<file path="src/dts_pkg.sv">
package dts_pkg;
	// ----------------------------------------
	// address and array geometry
	// ----------------------------------------
	localparam int ADDR_W = 8;
	localparam int CELL_W = 16;
	localparam int ROWS = 128;
	localparam int ROW_CNT_W = 7;
	// ----------------------------------------
	// refresh timing
	// ----------------------------------------
	localparam int CLK_HZ = 20_000_000;
	localparam int REFRESH_WINDOW_US = 2000;
	// longest time: round down, then share over all rows
	localparam int REFRESH_WINDOW_CYC = (CLK_HZ / 1_000_000) * REFRESH_WINDOW_US;
	localparam int ROW_INTERVAL_CYC = REFRESH_WINDOW_CYC / ROWS;
	localparam int RAS_LOW_CYC = 4;
	localparam int PRECHARGE_CYC = 4;
	localparam int PHASE_W = 4;
	localparam logic [ROW_CNT_W-1:0] ROW_RESET = 7'h00;
	// ----------------------------------------
	// refresh methods
	// ----------------------------------------
	typedef enum logic [1:0] {
		DTS_REF_RAS_ONLY,
		DTS_REF_AUTO,
		DTS_REF_SELF
	} dts_method_t;
endpackage : dts_pkg

</file>
<file path="src/dts_controller.sv">
`timescale 1ns/1ps
// What this block does
// plain binary counting is not physical order
// physical walk: row6 lsb, column0 msb
// cells inverted when row7 differs from row0
// array hides inversion at data pins
// charged test writes complement on inverted cells
// refresh all 128 rows every 2ms
// ras-only, auto and self refresh supported
// device row counter wraps after 128 refreshes
module dts_controller
	import dts_pkg::*;
#(
	parameter int ROW_INTERVAL = dts_pkg::ROW_INTERVAL_CYC
) (
	// clock and reset
	input wire logic clk_sys,
	input wire logic rst_n,
	// test pattern request
	input wire logic walk_step,
	input wire logic walk_clear,
	input wire logic charge_mode,
	input wire logic pattern_bit,
	// physical walk result
	output logic [dts_pkg::ADDR_W-1:0] row_addr,
	output logic [dts_pkg::ADDR_W-1:0] col_addr,
	output logic [dts_pkg::CELL_W-1:0] cell_index,
	output logic cell_inverted,
	output logic write_data,
	output logic walk_done,
	// refresh control
	input wire logic [1:0] method_sel,
	input wire logic refresh_enable,
	output logic ras_n,
	output logic ref_n,
	output logic [dts_pkg::ROW_CNT_W-1:0] refresh_row,
	output logic refresh_busy,
	output logic window_done
);
	import dts_pkg::*;

	// ----------------------------------------
	// physical cell walk
	// ----------------------------------------
	logic [CELL_W-1:0] cell_q;
	logic [ADDR_W-1:0] row_q;
	logic [ADDR_W-1:0] col_q;
	logic inv_q;
	logic wdata_q;
	logic done_q;
	logic [ADDR_W-1:0] row_d;
	logic [ADDR_W-1:0] col_d;

	// not plain binary
	// bit order mapping
	always_comb begin
		row_d = '0;
		col_d = '0;
		// row bits lsb first: 6,1,2,3,4,5,0,7
		row_d[6] = cell_q[0];
		row_d[1] = cell_q[1];
		row_d[2] = cell_q[2];
		row_d[3] = cell_q[3];
		row_d[4] = cell_q[4];
		row_d[5] = cell_q[5];
		row_d[0] = cell_q[6];
		row_d[7] = cell_q[7];
		// column bits lsb first: 7,6,1,2,3,4,5,0
		col_d[7] = cell_q[8];
		col_d[6] = cell_q[9];
		col_d[1] = cell_q[10];
		col_d[2] = cell_q[11];
		col_d[3] = cell_q[12];
		col_d[4] = cell_q[13];
		col_d[5] = cell_q[14];
		col_d[0] = cell_q[15];
	end

	always_ff @(posedge clk_sys) begin
		if (!rst_n || walk_clear) begin
			cell_q <= 16'h0000;
			done_q <= 1'b0;
		end else if (walk_step) begin
			cell_q <= cell_q + 16'h0001;
			done_q <= (cell_q == 16'hffff);
		end
	end

	// registered outputs follow the current cell
	always_ff @(posedge clk_sys) begin
		if (!rst_n) begin
			row_q <= 8'h00;
			col_q <= 8'h00;
			inv_q <= 1'b0;
			wdata_q <= 1'b0;
		end else begin
			row_q <= row_d;
			col_q <= col_d;
			// polarity prediction
			inv_q <= row_d[7] ^ row_d[0];
			// complement inverted cells
			// R04 reads return written value, so only charge tests flip
			wdata_q <= pattern_bit ^ (charge_mode & (row_d[7] ^ row_d[0]));
		end
	end

	assign row_addr = row_q;
	assign col_addr = col_q;
	assign cell_index = cell_q;
	assign cell_inverted = inv_q;
	assign write_data = wdata_q;
	assign walk_done = done_q;

	// ----------------------------------------
	// refresh pacing
	// ----------------------------------------
	// one-cycle enable per row slot; 128 slots fit the 2ms window
	logic [15:0] pace_q;
	logic tick;
	always_ff @(posedge clk_sys) begin
		if (!rst_n || !refresh_enable) begin
			pace_q <= 16'h0000;
		end else if (pace_q == 16'(ROW_INTERVAL - 1)) begin
			pace_q <= 16'h0000;
		end else begin
			pace_q <= pace_q + 16'h0001;
		end
	end
	assign tick = refresh_enable && (pace_q == 16'(ROW_INTERVAL - 1));

	// ----------------------------------------
	// refresh sequencer
	// ----------------------------------------
	typedef enum logic [1:0] {
		DTS_IDLE,
		DTS_STROBE,
		DTS_PRECHARGE,
		DTS_SELF
	} dts_state_t;

	dts_state_t state_q;
	logic start_t;
	logic [PHASE_W-1:0] load_t;
	logic expired;
	logic ras_q;
	logic ref_q;
	logic [ROW_CNT_W-1:0] rowcnt_q;
	logic wrap_q;

	dts_phase_timer #(
		.W(PHASE_W)
	) u_timer (
		.clk_sys(clk_sys),
		.rst_n(rst_n),
		.start(start_t),
		.load(load_t),
		.expired(expired)
	);

	always_comb begin
		start_t = 1'b0;
		load_t = PHASE_W'(RAS_LOW_CYC);
		case (state_q)
			DTS_IDLE: begin
				start_t = tick && (method_sel != 2'(DTS_REF_SELF));
			end
			DTS_STROBE: begin
				start_t = expired;
				load_t = PHASE_W'(PRECHARGE_CYC);
			end
			DTS_SELF: begin
				// full precharge after ref rises: the device timer may still be running
				start_t = !refresh_enable || (method_sel != 2'(DTS_REF_SELF));
				load_t = PHASE_W'(PRECHARGE_CYC);
			end
			default: begin
				start_t = 1'b0;
			end
		endcase
	end

	// row every slot
	// three methods
	always_ff @(posedge clk_sys) begin
		if (!rst_n) begin
			state_q <= DTS_IDLE;
			ras_q <= 1'b1;
			ref_q <= 1'b1;
		end else begin
			case (state_q)
				DTS_IDLE: begin
					if (refresh_enable && method_sel == 2'(DTS_REF_SELF)) begin
						// self refresh: device timer paces rows while ref held low
						ref_q <= 1'b0;
						state_q <= DTS_SELF;
					end else if (tick) begin
						if (method_sel == 2'(DTS_REF_AUTO)) begin
							ref_q <= 1'b0;
						end else begin
							ras_q <= 1'b0;
						end
						state_q <= DTS_STROBE;
					end
				end
				DTS_STROBE: begin
					if (expired) begin
						ras_q <= 1'b1;
						ref_q <= 1'b1;
						state_q <= DTS_PRECHARGE;
					end
				end
				DTS_PRECHARGE: begin
					if (expired) begin
						state_q <= DTS_IDLE;
					end
				end
				DTS_SELF: begin
					// leave via precharge so ras waits after ref rises
					if (!refresh_enable || method_sel != 2'(DTS_REF_SELF)) begin
						ref_q <= 1'b1;
						state_q <= DTS_PRECHARGE;
					end
				end
				default: begin
					state_q <= DTS_IDLE;
					ras_q <= 1'b1;
					ref_q <= 1'b1;
				end
			endcase
		end
	end

	// mirror of 7-bit counter
	// external row address for ras-only; tracks device count under auto refresh, but does not count rows during self refresh
	always_ff @(posedge clk_sys) begin
		if (!rst_n) begin
			rowcnt_q <= ROW_RESET;
			wrap_q <= 1'b0;
		end else begin
			wrap_q <= 1'b0;
			if (state_q == DTS_STROBE && expired) begin
				rowcnt_q <= rowcnt_q + 7'h01;
				wrap_q <= (rowcnt_q == 7'h7f);
			end
		end
	end

	assign ras_n = ras_q;
	assign ref_n = ref_q;
	assign refresh_row = rowcnt_q;
	assign refresh_busy = (state_q != DTS_IDLE);
	assign window_done = wrap_q;
endmodule : dts_controller

</file>
<file path="src/dts_phase_timer.sv">
`timescale 1ns/1ps
module dts_phase_timer #(
	parameter int W = 16
) (
	// clock and reset
	input wire logic clk_sys,
	input wire logic rst_n,
	// control
	input wire logic start,
	input wire logic [W-1:0] load,
	// status
	output logic expired
);
	logic [W-1:0] cnt_q;

	always_ff @(posedge clk_sys) begin
		if (!rst_n) begin
			cnt_q <= '0;
		end else if (start) begin
			cnt_q <= load;
		end else if (cnt_q != '0) begin
			cnt_q <= cnt_q - 1'b1;
		end
	end

	// expiry looks at the count only, so an owner that restarts on expiry forms no loop
	assign expired = (cnt_q == '0);
endmodule : dts_phase_timer

</file>
<file path="config.mk">
export PLATFORM = sky130hd
export DESIGN_NAME = dts_controller
export DESIGN_NICKNAME = d
export VERILOG_FILES = /design/src/dts_pkg.sv /design/src/dts_controller.sv /design/src/dts_phase_timer.sv
export SDC_FILE = /design/constraint.sdc
export NUM_CORES = 1
export LEC_CHECK = 0
export BUFFER_PORTS_ARGS = -buffer_cell sky130_fd_sc_hd__buf_2
export CORE_ASPECT_RATIO = 1.25
export CORE_MARGIN = 1.5
export CORE_UTILIZATION = 45
export CTS_CLUSTER_DIAMETER = 100
export DETAILED_ROUTE_END_ITERATION = 10
export PLACE_DENSITY = 0.67
export SLEW_MARGIN = 30
export SYNTH_ARGS = -nofsm -noshare
export SYNTH_HDL_FRONTEND = slang
export SYNTH_SLANG_ARGS = --single-unit
</file>
<file path="constraint.sdc">
create_clock -name clk_sys -period 2.1 [get_ports clk_sys]
set_input_delay 0.105 -clock clk_sys [delete_from_list [all_inputs] [get_ports clk_sys]]
set_output_delay 0.105 -clock clk_sys [all_outputs]
set_load 0.03 [all_outputs]
</file>
==> results.json <==
{
  "vias": 2275,
  "drt_first_pass_iters": 4,
  "die_h_um": 91.3,
  "std_cell_rows": 32,
  "hold_class": "input port to register",
  "grt_start_max_net_pins": 24,
  "die_area_mm2": 0.00673,
  "crit_path_end_kind": "register",
  "p_seq_frac": 0.480,
  "wl_per_cell_um": 12.4,
  "max_freq_ghz": 0.548,
  "drt_iter0_drc": 95,
  "grt_pass1_vias": 2116,
  "cp_data_arrival_time_ns": 2.06,
  "clk_latency_ns": 0.34,
  "criticalPathCategory": "register to register",
  "fin_crit_sh": 0.868,
  "grt_overflow": 0,
  "critPathMaxStageDelay_ns": 0.51,
  "multi_input_area_mm2": 0.00137,
  "slowest_stage": "or3b_1",
  "skew_ns": 0.00823,
  "synth_warnings": 0,
  "ctsHtreeMaxLevel": 3,
  "final_common_cell": "dfxtp_1",
  "cts_setup_buffers": 0,
  "startpoint_type": "register",
  "clkTransAtPathRegs_ns": 0.07,
  "clock_sink_count": 67,
  "holdWs_ns": 0.0719,
  "p_switching_uw": 715,
  "postSynthAreaPerCell_um2": 9.33,
  "ys_seq_area_frac": 0.478,
  "status": "completed",
  "wl_um": 5540,
  "slew_violations": 0,
  "nFillCells": 614,
  "leakage_uw": 0.00138,
  "core-area_mm2": 0.00609,
  "antenna_left": 0,
  "drive_gt1_frac": 0.218,
  "io_pins": 55,
  "cts_tree": "yes",
  "critical_path_required_ns": 2.34,
  "max_slew_margin": 0.557,
  "numPortBuffers": 54,
  "grt_use_total": 0.182,
  "final_cell_mix": "67 x dfxtp_1, 54 x buf_2, 30 x nor2_1",
  "cp_cell_sequence": "inv_1 > ha_1 > or3b_1 > nor4_4 > xor2_1 > and2_1",
  "rsz0062_at_grt": "false",
  "hold_viol_final": 0,
  "crit_buf_inv": 1,
  "clock_path_buffers": 2,
  "remaining_drc_errors": 0,
  "synth-main-ff-cell": "dfxtp_1",
  "cp_max_fo": 6,
  "synthesis.nets": 315,
  "root_buffer": "clkbuf_8",
  "pwr-share-clk": 0.392,
  "setup_tns_ns": 0,
  "antenna_found_initial": 0,
  "gp_congestion": 0.759,
  "grt_pass1_wl_um": 9460,
  "synth_async_sr_flop_share": 0,
  "area_delta_synth_final_pct": 19.3,
  "holdBufCountCts": 0,
  "finalPower_uw": 2830,
  "switching_share": 0.253,
  "dp_hpwl_um": 3930,
  "synth_edf_count": 0,
  "vias_per_cell": 5.09,
  "combinationalPowerShare": 0.128,
  "period_needed_ns": 1.82,
  "start_util": 0.462,
  "vdd_drop_max_mv": 0.463,
  "fin_nets": 373,
  "ys_seq_elements": 67,
  "tightest_slew_ns": 0.665,
  "n_antenna_cell": 0,
  "critPathTopFamily": "simple AND/OR/NAND/NOR gates",
  "cap_violations": 0,
  "ys_types": 41,
  "synth_cells": 301,
  "internal_power_uw": 2120,
  "regArea_mm2": 0.00134,
  "die_width_um": 73.7,
  "cellPowerDensity_mw_per_mm2": 845,
  "syn_area_mm2": 0.00281,
  "cts_resized": 0,
  "cts-buffers-inserted": 9,
  "setup_viol": 0
}
[sequential cells by signal, summed over array words and instances (netlist names)]
name / cells
walk_done: 1
write_data: 1
pace_q: 16
cell_inverted: 1
row_addr: 8
refresh_row: 7
u_timer.cnt_q: 4
cell_index: 16
window_done: 1
col_addr: 8
ref_n: 1
ras_n: 1
state_q: 2
[layout make-up]
class                      instances  share of cell area
clock buffer                      11              0.0392
sequential                        67               0.400
inverter                          13              0.0146
clock inverter                     3              0.0194
timing repair buffer              57              0.0873
tap                               85              0.0317
multi-input combinational        211               0.408
[worst register-to-register path, cell delays in order (launching register included)]
cell	delay, ns
dfxtp_1	0.31
inv_1	0.08
ha_1	0.23
or3b_1	0.51
nor4_4	0.34
xor2_1	0.09
and2_1	0.16
[cell families (layout without fill, tap and decap cells)]
group / after synthesis / count (layout) / share of synthesized area
AND/OR/NAND/NOR: 145 / 145 / 0.298
flip-flops: 67 / 67 / 0.478
AO/OA/AOI/OAI: 30 / 30 / 0.0677
XOR/XNOR: 28 / 28 / 0.0873
buffers and inverters: 23 / 84 / 0.0361
adder cells (fa/ha/maj): 5 / 5 / 0.0223
multiplexers: 3 / 3 / 0.0107
[path summary, 6_finish.rpt]
check	end	cells past startpoint	slack, ns	from
worst min-delay path	ras_n	2	0.07	rst_n
worst max register to register	refresh_row[5]	6	0.28	u_timer.cnt_q[0]
worst min register to register	walk_done	2	0.48	walk_done
worst max-delay path	refresh_row[5]	6	0.28	u_timer.cnt_q[0]
[cell usage after synthesis (4+ instances only)]
cell      count  area [um^2]
clkbuf_1      7         26.3
nand2_1      17         63.8
dfxtp_1      67         1340
and2_1       23          144
nor4_1        6         37.5
nor3_1        9         45.0
inv_1        13         48.8
nand2b_1      4         25.0
xor2_1       10         87.6
ha_1          5         62.6
or3_1        11         68.8
nand3_1      16         80.1
nor2_1       30          113
a21oi_1      10         50.1
and4_1        4         35.0
o21ai_0       9         45.0
nand4_1       8         50.1
xnor2_1      18          158
[per-layer routing]
layer,global-route usage,vias up,part of all wire
li1,-,1148,-
met1,0.221,1064,0.45
met2,0.288,51,0.48
met3,0.0522,12,0.046
met4,0.0941,0,0.018
met5,0,-,0
[stage by stage]
step                 util  setup slack [ns]  std cells  cell area (um^2)
finish              0.551             0.276        447              3350
global route        0.551            0.0598        447              3350
CTS                 0.551             0.266        447              3350
detailed placement  0.519             0.264        433              3160
global placement    0.519             0.349        433              3160
floorplan               -             0.421        301              2810
[power by group through the flow]
stage | combinational [uW] | sequential [uW] | clock (uW)
after floorplan | 321 | 1390 | 0
after global placement | 360 | 1390 | 0
after detailed placement | 364 | 1390 | 0
after CTS | 369 | 1360 | 1140
after global routing | 413 | 1370 | 1190
final | 363 | 1360 | 1110
No activity file was read; power rests on OpenSTA's default activity.
